File: src/rtl/ddp_pkg.sv
// constants shared by both ends of the diagnostic and procedure-command link
// assumes one clock domain; parameter ids are 16 bit, data words 32 bit
`default_nettype none
package ddp_pkg;
    localparam int ID_W = 16;
    localparam int DATA_W = 32;
    // parameter identities
    localparam logic [15:0] PAR_STATUS = 16'h0087;
    localparam logic [15:0] PAR_STD_WARN = 16'h000c;
    localparam logic [15:0] PAR_VEND_WARN = 16'h00b5;
    localparam logic [15:0] PAR_STAT_FLAG = 16'h000d;
    localparam logic [15:0] PAR_DIAG_NUM = 16'h0186;
    localparam logic [15:0] PAR_DIAG_MSG = 16'h005f;
    localparam logic [15:0] PAR_CMD_LIST = 16'h0019;
    localparam logic [15:0] PAR_TORQ_LIM = 16'h005c;
    localparam logic [15:0] PAR_SPEED_LIM = 16'h005b;
    localparam logic [15:0] PAR_POS_WIN = 16'h0039;
    localparam logic [15:0] PAR_MAC = 16'h03fb;
    localparam logic [15:0] PAR_IP = 16'h03fc;
    localparam logic [15:0] PAR_SUBNET = 16'h03fd;
    localparam logic [15:0] PAR_GATEWAY = 16'h03fe;
    // procedure commands, index order fixes the fire vector
    localparam int NCMD = 13;
    localparam logic [15:0] CMD_IDS [NCMD] = '{16'h0063, 16'h007f, 16'h0080, 16'h008b, 16'h0094, 16'h00aa,
        16'h00bf, 16'h0106, 16'h0107, 16'h0108, 16'h01a4, 16'h01a6, 16'h01bf};
    localparam int CMD_CLR_ERR = 0;
    localparam int CMD_PH3 = 1;
    localparam int CMD_PH4 = 2;
    localparam logic [NCMD-1:0] CMD_PROFILE_MASK = 13'h1ff8;
    localparam logic [1:0] CMD_EXEC = 2'h3;
    localparam logic [1:0] CMD_IDLE = 2'h0;
    // bit positions
    localparam int STAT_WARN_BIT = 12;
    localparam int STAT_ERR_BIT = 13;
    localparam int STD_UV_BIT = 9;
    localparam int STD_VEND_BIT = 15;
    localparam int VEND_POS_BIT = 0;
    localparam int VEND_NEG_BIT = 1;
    localparam int FLAG_TORQ_BIT = 4;
    localparam int FLAG_SPEED_BIT = 5;
    localparam int FLAG_INPOS_BIT = 6;
    // diagnostic numbers and four-letter texts
    localparam logic [31:0] DIAG_NONE = 32'h00000000;
    localparam logic [31:0] DIAG_UV = 32'hc00e2026;
    localparam logic [31:0] DIAG_POS = 32'hc00e8029;
    localparam logic [31:0] DIAG_NEG = 32'hc00e8030;
    localparam logic [31:0] MSG_NONE = 32'h4e4f4e45;
    localparam logic [31:0] MSG_UV = 32'h55564c54;
    localparam logic [31:0] MSG_POS = 32'h504c494d;
    localparam logic [31:0] MSG_NEG = 32'h4e4c494d;
    // reset values and phase codes
    localparam logic [23:0] IP_PREFIX = 24'hc0a800;
    localparam logic [31:0] SUBNET_RST = 32'hffffff00;
    localparam logic [31:0] GATEWAY_RST = 32'h00000000;
    localparam logic [15:0] TORQ_LIM_RST = 16'hffff;
    localparam logic [15:0] SPEED_LIM_RST = 16'hffff;
    localparam logic [31:0] POS_WIN_RST = 32'h00000064;
    localparam logic [2:0] PHASE_RST = 3'h2;
    localparam logic [2:0] PHASE_3 = 3'h3;
    localparam logic [2:0] PHASE_4 = 3'h4;
    // controller register offsets
    localparam logic [3:0] MADDR_ID = 4'h0;
    localparam logic [3:0] MADDR_WDATA = 4'h1;
    localparam logic [3:0] MADDR_GO = 4'h2;
    localparam logic [3:0] MADDR_RDATA = 4'h3;
    localparam logic [3:0] MADDR_STAT = 4'h4;
    localparam logic [3:0] MADDR_CMD = 4'h5;
    localparam logic [3:0] MADDR_PHASE = 4'h6;
endpackage : ddp_pkg
`default_nettype wire

File: src/rtl/ddp_if.sv
// parameter access link between fieldbus controller and drive
// assumes both ends on the same clock
`default_nettype none
interface ddp_if;
    import ddp_pkg::*;
    logic parReq;
    logic parWr;
    logic [ID_W-1:0] parId;
    logic [DATA_W-1:0] parWData;
    logic parAck;
    logic parErr;
    logic [DATA_W-1:0] parRData;
    logic [15:0] driveStatus;
    modport drive (input parReq, input parWr, input parId, input parWData,
        output parAck, output parErr, output parRData, output driveStatus);
    modport master (output parReq, output parWr, output parId, output parWData,
        input parAck, input parErr, input parRData, input driveStatus);
endinterface : ddp_if
`default_nettype wire

File: src/rtl/ddp_cmd_slot.sv
// one procedure-command trigger: 3 fires once, 0 re-arms
// assumes wrEn is a one-cycle strobe from the parameter decoder
`default_nettype none
module ddp_cmd_slot
    import ddp_pkg::*;
(
    input wire logic clk, // system clock
    input wire logic reset, // async reset, high
    input wire logic wrEn, // write strobe for this command
    input wire logic [1:0] wrVal, // low bits of written value
    input wire logic allowed, // command usable now
    output logic fire, // one-cycle execute pulse
    output logic refused, // write of 3 while not allowed
    output logic [1:0] value // last accepted value
);
    logic armed_r;
    logic [1:0] value_r;
    logic fire_r;

    assign refused = wrEn && wrVal == CMD_EXEC && !allowed;
    assign fire = fire_r;
    assign value = value_r;

    // last accepted value, held for read-back
    always_ff @(posedge clk or posedge reset) begin
        if (reset) begin
            value_r <= CMD_IDLE;
        end else if (wrEn && !refused) begin
            value_r <= wrVal;
        end
    end

    always_ff @(posedge clk or posedge reset) begin
        if (reset) begin
            armed_r <= 1'b1;
            fire_r <= 1'b0;
        end else begin
            fire_r <= 1'b0;
            if (wrEn && wrVal == CMD_EXEC && allowed && armed_r) begin
                fire_r <= 1'b1;
                armed_r <= 1'b0;
            end else if (wrEn && wrVal == CMD_IDLE) begin
                armed_r <= 1'b1;
            end
        end
    end
endmodule : ddp_cmd_slot
`default_nettype wire

File: src/rtl/ddp_drive.sv
// drive end: warning, status-flag and diagnostic parameters, procedure commands
// assumes motion inputs and strap macAddr are synchronous to clk
//
// Chosen here: the address map and the plain strobed port.
`default_nettype none
module ddp_drive
    import ddp_pkg::*;
#(
    parameter bit STEPPER_VARIANT = 1'b1,
    parameter int MOT_W = 16,
    parameter int POS_W = 32
) (
    input wire logic clk, // system clock
    input wire logic reset, // async reset, high
    ddp_if.drive link, // parameter link
    input wire logic undervoltageWarning, // power section low
    input wire logic posLimitHit, // beyond positive limit
    input wire logic negLimitHit, // beyond negative limit
    input wire logic [MOT_W-1:0] torqueActual, // torque magnitude
    input wire logic [MOT_W-1:0] speedActual, // speed magnitude
    input wire logic [POS_W-1:0] posActual, // actual position
    input wire logic [POS_W-1:0] posCommand, // commanded position
    input wire logic errorEvent, // class 1 error pulse
    input wire logic driveProfile, // drive profile selected
    input wire logic [47:0] macAddr, // hardware address strap
    output logic [NCMD-1:0] cmdFire, // execute pulses
    output logic errLatched, // class 1 error pending
    output logic [31:0] ipAddr // current IP address
);
    if (MOT_W < 1 || MOT_W > 16 || POS_W < 2 || POS_W > 32) begin : g_chk
        $error("ddp_drive: MOT_W must be 1..16 and POS_W 2..32");
    end

    function automatic logic [NCMD-1:0] cmdMatch(input logic [ID_W-1:0] id);
        logic [NCMD-1:0] m;
        m = '0;
        for (int i = 0; i < NCMD; i++) begin
            m[i] = (id == CMD_IDS[i]);
        end
        return m;
    endfunction : cmdMatch

    function automatic logic [POS_W-1:0] absDiff(input logic [POS_W-1:0] a, input logic [POS_W-1:0] b);
        return (a >= b) ? a - b : b - a;
    endfunction : absDiff

    logic [15:0] stdWarn, vendWarn, statFlag, statusWord;
    logic [31:0] diagNum, diagMsg;
    logic [NCMD-1:0] cmdSupported, cmdHit, cmdRefused;
    logic [1:0] cmdValue [NCMD];
    logic [MOT_W-1:0] torqLim_r, speedLim_r;
    logic [POS_W-1:0] posWin_r;
    logic [31:0] ip_r, subnet_r, gateway_r;
    logic ipLoaded_r, errLatched_r, ack_r, err_r;
    logic [31:0] rdata_r;
    logic wrStb, rdStb;
    logic [31:0] rdMux;
    logic rdOk, wrOk;

    assign wrStb = link.parReq && link.parWr;
    assign rdStb = link.parReq && !link.parWr;
    assign cmdHit = cmdMatch(link.parId);
    assign cmdSupported = driveProfile ? {NCMD{1'b1}} : ~CMD_PROFILE_MASK;

    // warning and flag words from live conditions; the status word also carries the latched class 1 error
    always_comb begin
        stdWarn = '0;
        vendWarn = '0;
        statFlag = '0;
        stdWarn[STD_UV_BIT] = undervoltageWarning;
        if (STEPPER_VARIANT) begin
            vendWarn[VEND_POS_BIT] = posLimitHit;
            vendWarn[VEND_NEG_BIT] = negLimitHit;
        end
        stdWarn[STD_VEND_BIT] = |vendWarn;
        statFlag[FLAG_TORQ_BIT] = torqueActual >= torqLim_r;
        statFlag[FLAG_SPEED_BIT] = speedActual >= speedLim_r;
        statFlag[FLAG_INPOS_BIT] = absDiff(posActual, posCommand) <= posWin_r;
        statusWord = '0;
        statusWord[STAT_WARN_BIT] = |stdWarn;
        statusWord[STAT_ERR_BIT] = errLatched_r;
    end

    // highest-priority active warning names itself
    always_comb begin
        if (undervoltageWarning) begin
            diagNum = DIAG_UV;
            diagMsg = MSG_UV;
        end else if (vendWarn[VEND_POS_BIT]) begin
            diagNum = DIAG_POS;
            diagMsg = MSG_POS;
        end else if (vendWarn[VEND_NEG_BIT]) begin
            diagNum = DIAG_NEG;
            diagMsg = MSG_NEG;
        end else begin
            diagNum = DIAG_NONE;
            diagMsg = MSG_NONE;
        end
    end

    // command slots
    for (genvar i = 0; i < NCMD; i++) begin : g_cmd
        ddp_cmd_slot ddp_cmd_slot_inst (
            .clk(clk),
            .reset(reset),
            .wrEn(wrStb && cmdHit[i]),
            .wrVal(link.parWData[1:0]),
            .allowed(cmdSupported[i]),
            .fire(cmdFire[i]),
            .refused(cmdRefused[i]),
            .value(cmdValue[i])
        );
    end

    // class 1 latch, a new error beats a clear in the same cycle
    always_ff @(posedge clk or posedge reset) begin
        if (reset) begin
            errLatched_r <= 1'b0;
        end else if (errorEvent) begin
            errLatched_r <= 1'b1;
        end else if (cmdFire[CMD_CLR_ERR]) begin
            errLatched_r <= 1'b0;
        end
    end

    // read decode
    always_comb begin
        rdMux = '0;
        rdOk = 1'b1;
        case (link.parId)
            PAR_STATUS: rdMux = {16'h0000, statusWord};
            PAR_STD_WARN: rdMux = {16'h0000, stdWarn};
            PAR_VEND_WARN: begin
                rdMux = {16'h0000, vendWarn};
                rdOk = STEPPER_VARIANT;
            end
            PAR_STAT_FLAG: rdMux = {16'h0000, statFlag};
            PAR_DIAG_NUM: rdMux = diagNum;
            PAR_DIAG_MSG: rdMux = diagMsg;
            PAR_CMD_LIST: rdMux = {{(32-NCMD){1'b0}}, cmdSupported};
            PAR_TORQ_LIM: rdMux = 32'(torqLim_r);
            PAR_SPEED_LIM: rdMux = 32'(speedLim_r);
            PAR_POS_WIN: rdMux = 32'(posWin_r);
            PAR_MAC: rdMux = macAddr[31:0];
            PAR_IP: rdMux = ip_r;
            PAR_SUBNET: rdMux = subnet_r;
            PAR_GATEWAY: rdMux = gateway_r;
            default: begin
                rdOk = 1'b0;
                for (int i = 0; i < NCMD; i++) begin
                    if (cmdHit[i]) begin
                        rdMux = {30'h00000000, cmdValue[i]};
                        rdOk = 1'b1;
                    end
                end
            end
        endcase
    end

    always_comb begin
        case (link.parId)
            PAR_TORQ_LIM, PAR_SPEED_LIM, PAR_POS_WIN, PAR_IP, PAR_SUBNET, PAR_GATEWAY: wrOk = 1'b1;
            default: wrOk = |cmdHit && !(|cmdRefused);
        endcase
    end

    // answer one cycle after the request
    always_ff @(posedge clk or posedge reset) begin
        if (reset) begin
            ack_r <= 1'b0;
            err_r <= 1'b0;
            rdata_r <= '0;
        end else begin
            ack_r <= link.parReq;
            err_r <= link.parReq && (link.parWr ? !wrOk : !rdOk);
            if (rdStb) begin
                rdata_r <= rdOk ? rdMux : 32'h00000000;
            end
        end
    end

    // motion settings
    always_ff @(posedge clk or posedge reset) begin
        if (reset) begin
            torqLim_r <= TORQ_LIM_RST[MOT_W-1:0];
            speedLim_r <= SPEED_LIM_RST[MOT_W-1:0];
            posWin_r <= POS_WIN_RST[POS_W-1:0];
        end else if (wrStb) begin
            if (link.parId == PAR_TORQ_LIM) torqLim_r <= link.parWData[MOT_W-1:0];
            if (link.parId == PAR_SPEED_LIM) speedLim_r <= link.parWData[MOT_W-1:0];
            if (link.parId == PAR_POS_WIN) posWin_r <= link.parWData[POS_W-1:0];
        end
    end

    // network settings; the strap is caught on the first edge after release
    always_ff @(posedge clk or posedge reset) begin
        if (reset) begin
            ipLoaded_r <= 1'b0;
            ip_r <= '0;
            subnet_r <= SUBNET_RST;
            gateway_r <= GATEWAY_RST;
        end else if (!ipLoaded_r) begin
            ipLoaded_r <= 1'b1;
            ip_r <= {IP_PREFIX, macAddr[7:0]};
        end else if (wrStb) begin
            if (link.parId == PAR_IP) ip_r <= link.parWData;
            if (link.parId == PAR_SUBNET) subnet_r <= link.parWData;
            if (link.parId == PAR_GATEWAY) gateway_r <= link.parWData;
        end
    end

    assign link.parAck = ack_r;
    assign link.parErr = err_r;
    assign link.parRData = rdata_r;
    assign link.driveStatus = statusWord;
    assign errLatched = errLatched_r;
    assign ipAddr = ip_r;
endmodule : ddp_drive
`default_nettype wire

File: src/flat_wrapper.sv
// flat-port wrapper written by rule: the top's interface ports become plain ports
module ddp_drive_flat import ddp_pkg::*;
#(
    parameter bit STEPPER_VARIANT = 1'b1,
    parameter int MOT_W = 16,
    parameter int POS_W = 32
)
  (clk, reset, undervoltageWarning, posLimitHit, negLimitHit, torqueActual, speedActual, posActual, posCommand, errorEvent, driveProfile, macAddr, cmdFire, errLatched, ipAddr, link_parReq, link_parWr, link_parId, link_parWData, link_parAck, link_parErr, link_parRData, link_driveStatus);
  ddp_if link_i ();
  input wire logic clk;
  input wire logic reset;
  input wire logic undervoltageWarning;
  input wire logic posLimitHit;
  input wire logic negLimitHit;
  input wire logic [MOT_W-1:0] torqueActual;
  input wire logic [MOT_W-1:0] speedActual;
  input wire logic [POS_W-1:0] posActual;
  input wire logic [POS_W-1:0] posCommand;
  input wire logic errorEvent;
  input wire logic driveProfile;
  input wire logic [47:0] macAddr;
  output logic [NCMD-1:0] cmdFire;
  output logic errLatched;
  output logic [31:0] ipAddr;
  input wire logic [$bits(link_i.parReq)-1:0] link_parReq;
  input wire logic [$bits(link_i.parWr)-1:0] link_parWr;
  input wire logic [$bits(link_i.parId)-1:0] link_parId;
  input wire logic [$bits(link_i.parWData)-1:0] link_parWData;
  output wire logic [$bits(link_i.parAck)-1:0] link_parAck;
  output wire logic [$bits(link_i.parErr)-1:0] link_parErr;
  output wire logic [$bits(link_i.parRData)-1:0] link_parRData;
  output wire logic [$bits(link_i.driveStatus)-1:0] link_driveStatus;
  assign link_i.parReq = link_parReq;
  assign link_i.parWr = link_parWr;
  assign link_i.parId = link_parId;
  assign link_i.parWData = link_parWData;
  assign link_parAck = link_i.parAck;
  assign link_parErr = link_i.parErr;
  assign link_parRData = link_i.parRData;
  assign link_driveStatus = link_i.driveStatus;
  ddp_drive #(.STEPPER_VARIANT(STEPPER_VARIANT), .MOT_W(MOT_W), .POS_W(POS_W)) u_core (.clk(clk), .reset(reset), .link(link_i), .undervoltageWarning(undervoltageWarning), .posLimitHit(posLimitHit), .negLimitHit(negLimitHit), .torqueActual(torqueActual), .speedActual(speedActual), .posActual(posActual), .posCommand(posCommand), .errorEvent(errorEvent), .driveProfile(driveProfile), .macAddr(macAddr), .cmdFire(cmdFire), .errLatched(errLatched), .ipAddr(ipAddr));
endmodule
File: config.mk
export PLATFORM = sky130hd
export DESIGN_NAME = ddp_drive_flat
export DESIGN_NICKNAME = d
export VERILOG_FILES = /design/src/rtl/ddp_pkg.sv /design/src/rtl/ddp_if.sv /design/src/rtl/ddp_cmd_slot.sv /design/src/rtl/ddp_drive.sv /design/src/flat_wrapper.sv
export SDC_FILE = /design/constraint.sdc
export NUM_CORES = 1
export LEC_CHECK = 0
export BUFFER_PORTS_ARGS = -buffer_cell sky130_fd_sc_hd__buf_2
export CAP_MARGIN = 10
export CORE_MARGIN = 2
export CORE_UTILIZATION = 33
export CTS_CLUSTER_DIAMETER = 120
export DETAILED_ROUTE_END_ITERATION = 8
export GPL_TIMING_DRIVEN = 0
export HOLD_SLACK_MARGIN = 0.15
export PLACE_DENSITY = 0.54
export SYNTH_ARGS = -nofsm -noshare
export SYNTH_HDL_FRONTEND = slang
export SYNTH_SLANG_ARGS = --single-unit
File: constraint.sdc
create_clock -name clk -period 22.6 [get_ports clk]
set_input_delay 4.52 -clock clk [delete_from_list [all_inputs] [get_ports clk]]
set_output_delay 4.52 -clock clk [all_outputs]
set_load 0.03 [all_outputs]
==> results.md, run 1 <==
Power and ir drop:
- The internal portion of the total power is 0.793 mW.
- The fraction of power consumed by combinational cells is 0.206.
- The relative contribution of sequential cells to total power is 0.398.
- The ratio of total power to cell area is 57.5 nW/um2.
- The share of total power dissipated in the clock network is 0.396.
- The worst supply voltage drop on vdd is 0.0000480 V.
- In this run the power spent charging and discharging nets is 0.347 mW.
- In this run the static leakage power is 9.84 nW.
- The switching power as a share of total power is 0.304.

Yosys:
- The combinational family with the most area after synthesis is compound AO/OA/AOI/OAI gates.
- The average instance area after synthesis is 8.98 um2.
- After technology mapping, the gate count stands at 1853.
- For this run, asynchronously set or reset flops after synthesis account for 1.00.
- The part of the Yosys area used for sequential elements is 0.378.
- The largest area contributor in the netlist is dfrtp_1.
- In the post-synthesis netlist, the biggest area contributors are dfrtp_1, dfstp_2, ha_1.
- Of the total synthesized cell area, the portion taken by XOR and XNOR cells is 0.0158.
- The most frequently used cell type in the post-synthesis netlist is dfrtp_1.
- The synthesized-area fraction occupied by ao, oa, aoi and oai cells was 0.226.
- For this run, the number of Yosys warnings is 0.
- The fraction of synthesized area in multiplexers is 0.0637.
- The most used flip-flop cell after synthesis is dfrtp_1.
- By count the netlist is led by dfrtp_1, nand2_1, inv_1.
- The synthesized design contains 0 enable-type register cells.
- The post-synthesis share of cell area spent on and, or, nand and nor gates is 0.149.
- Of the total synthesized cell area, the portion taken by full adders, half adders and majority gates is 0.0979.
- The number of synthesized register bits is 248.
- The synthesized cell area is 16600 um2.
- The netlist uses 85 different library cells.
- Of the post-synthesis cell area, the dominant cell type holds 0.265.

Timing:
- The worst path in the final design needs a cycle of 10.44 ns, including I/O delays and setup.
- In the final timing run, aggregate negative setup slack is 0 ns.
- The setup slack after layout is 12.16 ns.
- The worst pin sits at a relative slew slack of 0.104.
- Derived from the worst setup path, the maximum achievable clock frequency is 0.0958 GHz.
- Setup repair after global routing left no endpoint under its margin.
- The post-route clock period utilization is 0.462.
- The number of slew-limit violations in the final report is 0.
- The number of failing hold endpoints at the final stage is 0.
- For the pin with the worst max-slew slack, the measured transition is 1.34 ns.
- For the final database, setup skew stands at 0.0140 ns.
- Setup violations remaining at the end of the flow were counted as 0.

Critical path:
- Data on the critical path arrives at its endpoint at 5.92 ns.
- The slowest stage of the critical path belongs to the cell nor3_1.
- The setup path with the least slack is of type in2out.
- STA classifies the critical path startpoint as an input pin.
- The delay of the slowest cell on the worst path is 0.74 ns.
- The launch instance of the worst register-to-register path is u_core.posWin_r[25]$_DFFE_PP0P_.
- Tracing the worst setup path back leads to its startpoint at negLimitHit.
- The maximum fanout count along the critical path is 5.
- Among the stages of the critical path, the cell type that occurs most often is buf_2.
- Broken down by cell family, the worst path's largest delay share belongs to simple AND/OR/NAND/NOR gates.
- The number of buffers and inverters on the critical path is 3.
- The critical path goes through buf_2 > nor3_1 > inv_1 > buf_2.
- For the worst setup path, the data required time is 18.08 ns.
- The worst setup path is captured at an output pin.

Drt:
- In the routed design, unresolved DRC markers number 0.
- The total wire length is 65100 um.
- The first detailed-routing pass ran for 6 iterations.
- The final routed wire length divided by cell count is 22.8 um.
- The detailed router finished its first iteration with 1434 violations.
- The via count normalized by instance count is 5.48.
- The remaining antenna violation count after routing is 0.
- The via count is 15700.

Cells and area:
- The area growth from synthesis to layout is 19.1%.
- The non-filler instance count after layout is 2856.
- Registers take 6300 um2.
- Fill cells in the final layout number 5143.
- The multi-input combinational cell area is 9260 um2.
- The ratio of cells with drive above 1 in the final layout is 0.240.
- The number of nets at the end of the flow is 2490.

Placement:
- Prior to clock tree synthesis, the placed netlist has a worst setup slack of 12.19 ns.
- Including well taps, the total number of placed cells is 2803.
- The final weighted congestion in routability-driven placement is 0.912.
- The HPWL reported at the end of detailed placement is 51500 um.
- In this run the tool buffered the top-level ports with 261 buffer cells.

GRT:
- The global-route track usage on met3 is 0.0423.
- Entering global routing, the biggest net connects 127 pins.
- The number of global-route vias before repair is 15500.
- For met2 alone, demand over resource in global routing was 0.393.
- The busiest layer in global routing is met2.
- The initial antenna violation count was 8.
- The first-pass GRT wire length is 97900 um.
- The remaining global-route overflow is 0.
- The met1 demand-to-capacity share in global routing is 0.335.
- The overall fraction of global-route tracks in use is 0.244.

Floorplan:
- The y dimension of the die is 229 um.
- For this configuration, the core starts out at a cell density of 0.333.
- The horizontal extent of the die is 229 um.
- The floorplan die area is 52300 um2.
- The number of top-level pins is 297.
- The floorplan core area is 50000 um2.
- The number of rows in the core area is 82.

Clock tree:
- The number of buffers created by CTS is 26.
- The count of instances resized after the clock tree is built is 0.
- CTS built an H-tree with a depth of 1.
- At the later pin of the worst-skew pair, clock insertion delay measures 0.55 ns.
- The clock sink count is 248.
- The number of buffers on the longest clock path is 3.
- TritonCTS built the clock tree.
- Clock-pin slew was measured on the worst setup and hold paths at 0.06 ns.
- The number of hold buffers added after CTS was 0.
- The clock root buffer is clkbuf_16.
- The number of setup buffers added after CTS is 0.

Status:
- The flow ran to the end, and the final reports show no timing, DRC or antenna violations.

Worst hold path:
- The launch point of the worst hold path is u_core.link.parRData[10]$_DFFE_PP0P_.
- The type of the most critical hold path is reg2reg.

Run:
- The number of max-cap violations is 0.
==> state kept, by name, summed over array words and instances (netlist names) <==
| name | flops |
|---|---|
| u_core.link.parRData | 32 |
| u_core.posWin_r | 32 |
| u_core.torqLim_r | 16 |
| u_core.ipLoaded_r | 1 |
| u_core.gateway_r | 32 |
| u_core.g_cmd.ddp_cmd_slot_inst.value | 26 |
| u_core.subnet_r | 32 |
| u_core.ipAddr | 32 |
| u_core.errLatched | 1 |
| u_core.g_cmd.ddp_cmd_slot_inst.fire | 13 |
| u_core.speedLim_r | 16 |
| u_core.g_cmd.ddp_cmd_slot_inst.armed_r | 13 |
| u_core.link.parErr | 1 |
| u_core.link.parAck | 1 |
==> layout make-up <==
class,instances,area share
multi-input combinational,1353,0.467
sequential,248,0.318
timing repair buffer,266,0.0691
tap,672,0.0424
clock buffer,35,0.0371
buffer,118,0.0302
inverter,147,0.0282
clock inverter,13,0.00758
antenna,4,0.000505
==> cell families after synthesis <==
group,after synthesis
flops,248
mux,97
compound gates,564
buf+inv,265
other cells,2
fa+ha+maj,129
simple gates,518
xor+xnor,30
==> layout by cell type (no fill, tap or decap), types with 37 or more instances in the layout <==
cell        n
ha_1      127
inv_1     145
a21oi_1   142
a21o_1     67
dfrtp_1   176
clkbuf_1   71
nand2_1   173
mux2_2     65
buf_2     278
nor2_1    132
o21ai_0   127
nor3_1     37
dfstp_2    72
==> per-stage QoR <==
step	hold WS, ns	total power, mW	instance area (um2)	utilization
2_1_floorplan	0.453	0.606	16700	-
3_3_place_gp	0.464	0.691	18800	0.377
3_5_place_dp	0.465	0.694	18900	0.379
4_1_cts	0.487	1.15	19800	0.396
5_1_grt	0.505	1.19	19800	0.397
6_report	0.483	1.14	19800	0.397
==> per-layer routing <==
| metal | vias to the layer above | wire length [um] |
|---|---|---|
| met5 | - | 34 |
| met1 | 7696 | 29200 |
| met3 | 118 | 4320 |
| met4 | 6 | 2090 |
| met2 | 577 | 29400 |
| li1 | 7262 | - |
==> worst reg2reg max path: stages, from the launching register on <==
cell	delay [ns]
dfrtp_1	0.39
inv_1	0.11
ha_1	0.25
a21o_1	0.16
a21o_1	0.17
a21oi_1	0.14
o21ai_0	0.10
a31oi_1	0.25
o211ai_1	0.16
a2111oi_0	0.70
a21oi_1	0.28
a21oi_1	0.21
==> path summary, 6_finish.rpt <==
check / slack [ns] / cells past startpoint / end
setup / recovery: 12.16 / 4 / link_driveStatus[12]
hold / removal: 0.48 / 1 / u_core.link.parRData[10]$_DFFE_PP0P_
setup reg to reg: 19.62 / 11 / u_core.link.parRData[6]$_DFFE_PP0P_
hold reg to reg: 0.48 / 1 / u_core.link.parRData[10]$_DFFE_PP0P_
max in group asynchronous: 17.33 / 3 / u_core.errLatched$_DFFE_PP0P_
min in group asynchronous: 4.13 / 2 / u_core.g_cmd[11].ddp_cmd_slot_inst.fire$_DFF_PP0_
==> power by group through the flow <==
stage	Clock (mW)	Combinational, mW	Sequential, mW
6_report	0.451	0.234	0.454
5_1_grt	0.477	0.257	0.454
4_1_cts	0.457	0.234	0.454
3_5_place_dp	0	0.233	0.462
3_3_place_gp	0	0.230	0.461
2_1_floorplan	0	0.137	0.469
No activity file was read; power rests on OpenSTA's default activity.
==> inputs of run 2 (changes only) <==
Settings changed: PLACE_DENSITY 0.54 to 0.56.
Clock period 22.6 ns to 9.4 ns, I/O delays scaled along.
==> run 2 against run 1 <==
Net effect:
- sequential share of layout area fell by 0.054 points
- register-to-register slack worse by 13 ns
- flip-flop and latch count did not move
- core utilization increased by 0.068 points
- first-iteration DRC count down 1.1%
- power is 140% higher
- clock skew decreased by 0.0036 ns
- combinational power rose by 140%
- die area unchanged
- critical path type is now in2reg
- critical endpoint is now u_core.link.parRData[6]$_DFFE_PP0P_
==> results.md, run 2 (synthesis results as in run 1) <==
Run:
- The number of max-cap violations is 0 (unchanged).

Critical path:
- The critical setup path kind is in2reg (was in2out).
- The delay of the slowest cell on the worst path was 0.64 ns (was 0.74 ns).
- The required time at the endpoint of the critical path is 9.87 ns (was 18.08 ns).
- The cell with the biggest individual delay on the critical path is a2111oi_0 (was nor3_1).
- The cell count of the worst reg-to-reg path is 11 (unchanged).
- The sort of element at the start of the critical path is an input pin (unchanged).
- The endpoint arrival time on the critical path came to 7.66 ns (was 5.92 ns).
- The most prevalent standard cell on the critical path is a21oi_1 (was buf_2).
- The endpoint type of the worst setup path is a flop (was output pin).
- The maximum fanout count along the critical path is 10 (was 5).

Cells and area:
- The number of nets at the end of the flow is 2490 (unchanged).
- The leading cell type in the layout, fill and taps excluded is buf_2 (unchanged).
- Most frequent cells in the layout: buf_2, dfrtp_1, nand2_1, inv_1, a21oi_1 (unchanged).
- The signed area change from the synthesized netlist to the final layout is 19.3% (was 19.1%).
- The post-route cell area is 19900 um2 (was 19800 um2).
- The ratio of cells with drive above 1 in the final layout is 0.241 (was 0.240).
- The non-filler instance count after layout is 2856 (unchanged).

Placement:
- The HPWL reported at the end of detailed placement is 51100 um (was 51500 um).
- The final weighted congestion in routability-driven placement is 0.915 (was 0.912).
- The post-placement cell count is 2802 (was 2803).
- The total of buffers placed on input and output ports is 261 (unchanged).
- The total cell area at the placement stage is 18900 um2 (about the same).

Clock tree:
- The number of buffers created by CTS came to 27 (was 26).
- The count of H-tree levels built during CTS was 1 (unchanged).
- The number of hold-repair buffers added at the cts stage is 0 (unchanged).
- The clock tree from TritonCTS is built (unchanged).
- The count of instances resized after the clock tree is built was 0 (unchanged).
- The number of buffers on the longest clock path was 3 (unchanged).
- The clock sink count was 248 (unchanged).
- The clock slew at the register clock pins of the worst setup and hold paths is 0.06 ns (about the same).
- The post-CTS setup buffer count came to 0 (unchanged).
- The source-to-sink clock delay at the later pin of the worst-skew pair came to 0.55 ns (about the same).
- The clock root buffer is clkbuf_16 (unchanged).

Timing:
- The final setup violation count is 0 (unchanged).
- RSZ-0062 raised after global routing: no (unchanged).
- The clock skew is 0.0103 ns (was 0.0140 ns).
- The fmax is 0.139 GHz.
- The number of failing hold endpoints at the final stage came to 0 (unchanged).
- The remaining max-slew budget at the tightest pin is 0.126 (was 0.104).
- In the finished design, the share of the clock period the worst path needs comes to 0.765.
- The final critical-path required period is 7.19 ns.
- The number of slew-limit violations in the final report is 0 (unchanged).
- The slew at the pin closest to its max-slew limit is 1.31 ns (was 1.34 ns).
- The worst hold slack is 0.479 ns (was 0.483 ns).

Floorplan:
- The y dimension of the die is 229 um (unchanged).
- The effective utilization at floorplan is 0.333 (unchanged).
- The horizontal extent of the die is 229 um (unchanged).
- The number of rows in the core area is 82 (unchanged).
- The number of top-level pins was 297 (unchanged).
- The floorplan core area came to 50000 um2 (unchanged).
- The floorplan die area came to 52300 um2 (unchanged).

GRT:
- The initial antenna violation count is 8 (unchanged).
- The number of global-route vias before repair is 15500 (about the same).
- The pin count of the biggest net entering global routing is 112 (was 127).
- The overall fraction of global-route tracks in use was 0.243 (was 0.244).
- The remaining global-route overflow is 0 (unchanged).
- The first-pass GRT wire length came to 96800 um (was 97900 um).

Drt:
- The via count is 15700 (about the same).
- The violation count after the first detailed-route iteration came to 1418 (was 1434).
- The total wire length is 65100 um (about the same).
- The remaining antenna violation count after routing is 0 (unchanged).
- The via count normalized by instance count is 5.49 (was 5.48).
- The detailed-routing iteration count for the pre-antenna-repair pass is 6 (unchanged).
- The final routed wire length divided by cell count came to 22.8 um (about the same).
- The remaining design rule violation count is 0 (unchanged).

Power and ir drop:
- The ratio of total power to cell area is 138 nW/um2 (was 57.5 nW/um2).
- The leakage power total is 9.86 nW (was 9.84 nW).
- The worst supply voltage drop on vdd is 0.000111 V (was 0.0000480 V).
- The overall power came to 2.74 mW (was 1.14 mW).

Status:
- Result of the run: complete, no violations (unchanged).

Worst hold path:
- The type of the most critical hold path is reg2reg (unchanged).
- The hold path depth came to 1 (unchanged).
## run 2: final timing paths
check,start,to,slack [ns]
worst max register to register,u_core.posWin_r[25]$_DFFE_PP0P_,u_core.link.parRData[6]$_DFFE_PP0P_,6.38
worst min register to register,u_core.link.parRData[23]$_DFFE_PP0P_,u_core.link.parRData[23]$_DFFE_PP0P_,0.48
worst min-delay path,u_core.link.parRData[23]$_DFFE_PP0P_,u_core.link.parRData[23]$_DFFE_PP0P_,0.48
worst max-delay path,posActual[0],u_core.link.parRData[6]$_DFFE_PP0P_,2.21
min in group asynchronous,reset,u_core.g_cmd[12].ddp_cmd_slot_inst.fire$_DFF_PP0_,1.35
max in group asynchronous,reset,u_core.speedLim_r[7]$_DFFE_PP1P_,6.77
## run 2: worst max-delay path: cells and delay by family
family / cells / cell delay [ns]
compound gates: 13 / 2.90
xor+xnor: 1 / 0.15
fa+ha+maj: 3 / 0.91
buf+inv: 4 / 0.39
mux: 1 / 0.31
simple gates: 3 / 1.08
## run 2: where the power goes
group / total [mW] / switching (mW) / internal [mW]
registers: 1.09 / 0.0112 / 1.08
clock network: 1.09 / 0.448 / 0.640
logic: 0.560 / 0.364 / 0.196
total: 2.74 / 0.823 / 1.92
## run 2: final cells by class
class | count | area [um2]
Antenna cell | 4 | 10.0
Buffer | 118 | 599
Clock buffer | 35 | 746
Clock inverter | 14 | 154
Fill cell | 5143 | 30100
Inverter | 147 | 559
Multi-Input combinational cell | 1353 | 9270
Sequential cell | 248 | 6300
Tap cell | 672 | 841
Timing Repair Buffer | 265 | 1380
## run 2: layer usage
metal / up-vias / global-route usage / share of wire
met5: - / 0 / 0.00064
met4: 6 / 0.0842 / 0.033
met3: 121 / 0.0497 / 0.077
met2: 633 / 0.377 / 0.44
met1: 7666 / 0.335 / 0.45
li1: 7262 / - / -
## run 2: metrics by stage
step / worst slack (ns) / TNS (ns) / utilization
after floorplan: 0.824 / 0 / -
after global placement: -2.08 / -359.95 / 0.377
after detailed placement: 1.84 / 0 / 0.379
after CTS: 2.37 / 0 / 0.397
after global routing: 1.99 / 0 / 0.397
final: 2.21 / 0 / 0.397
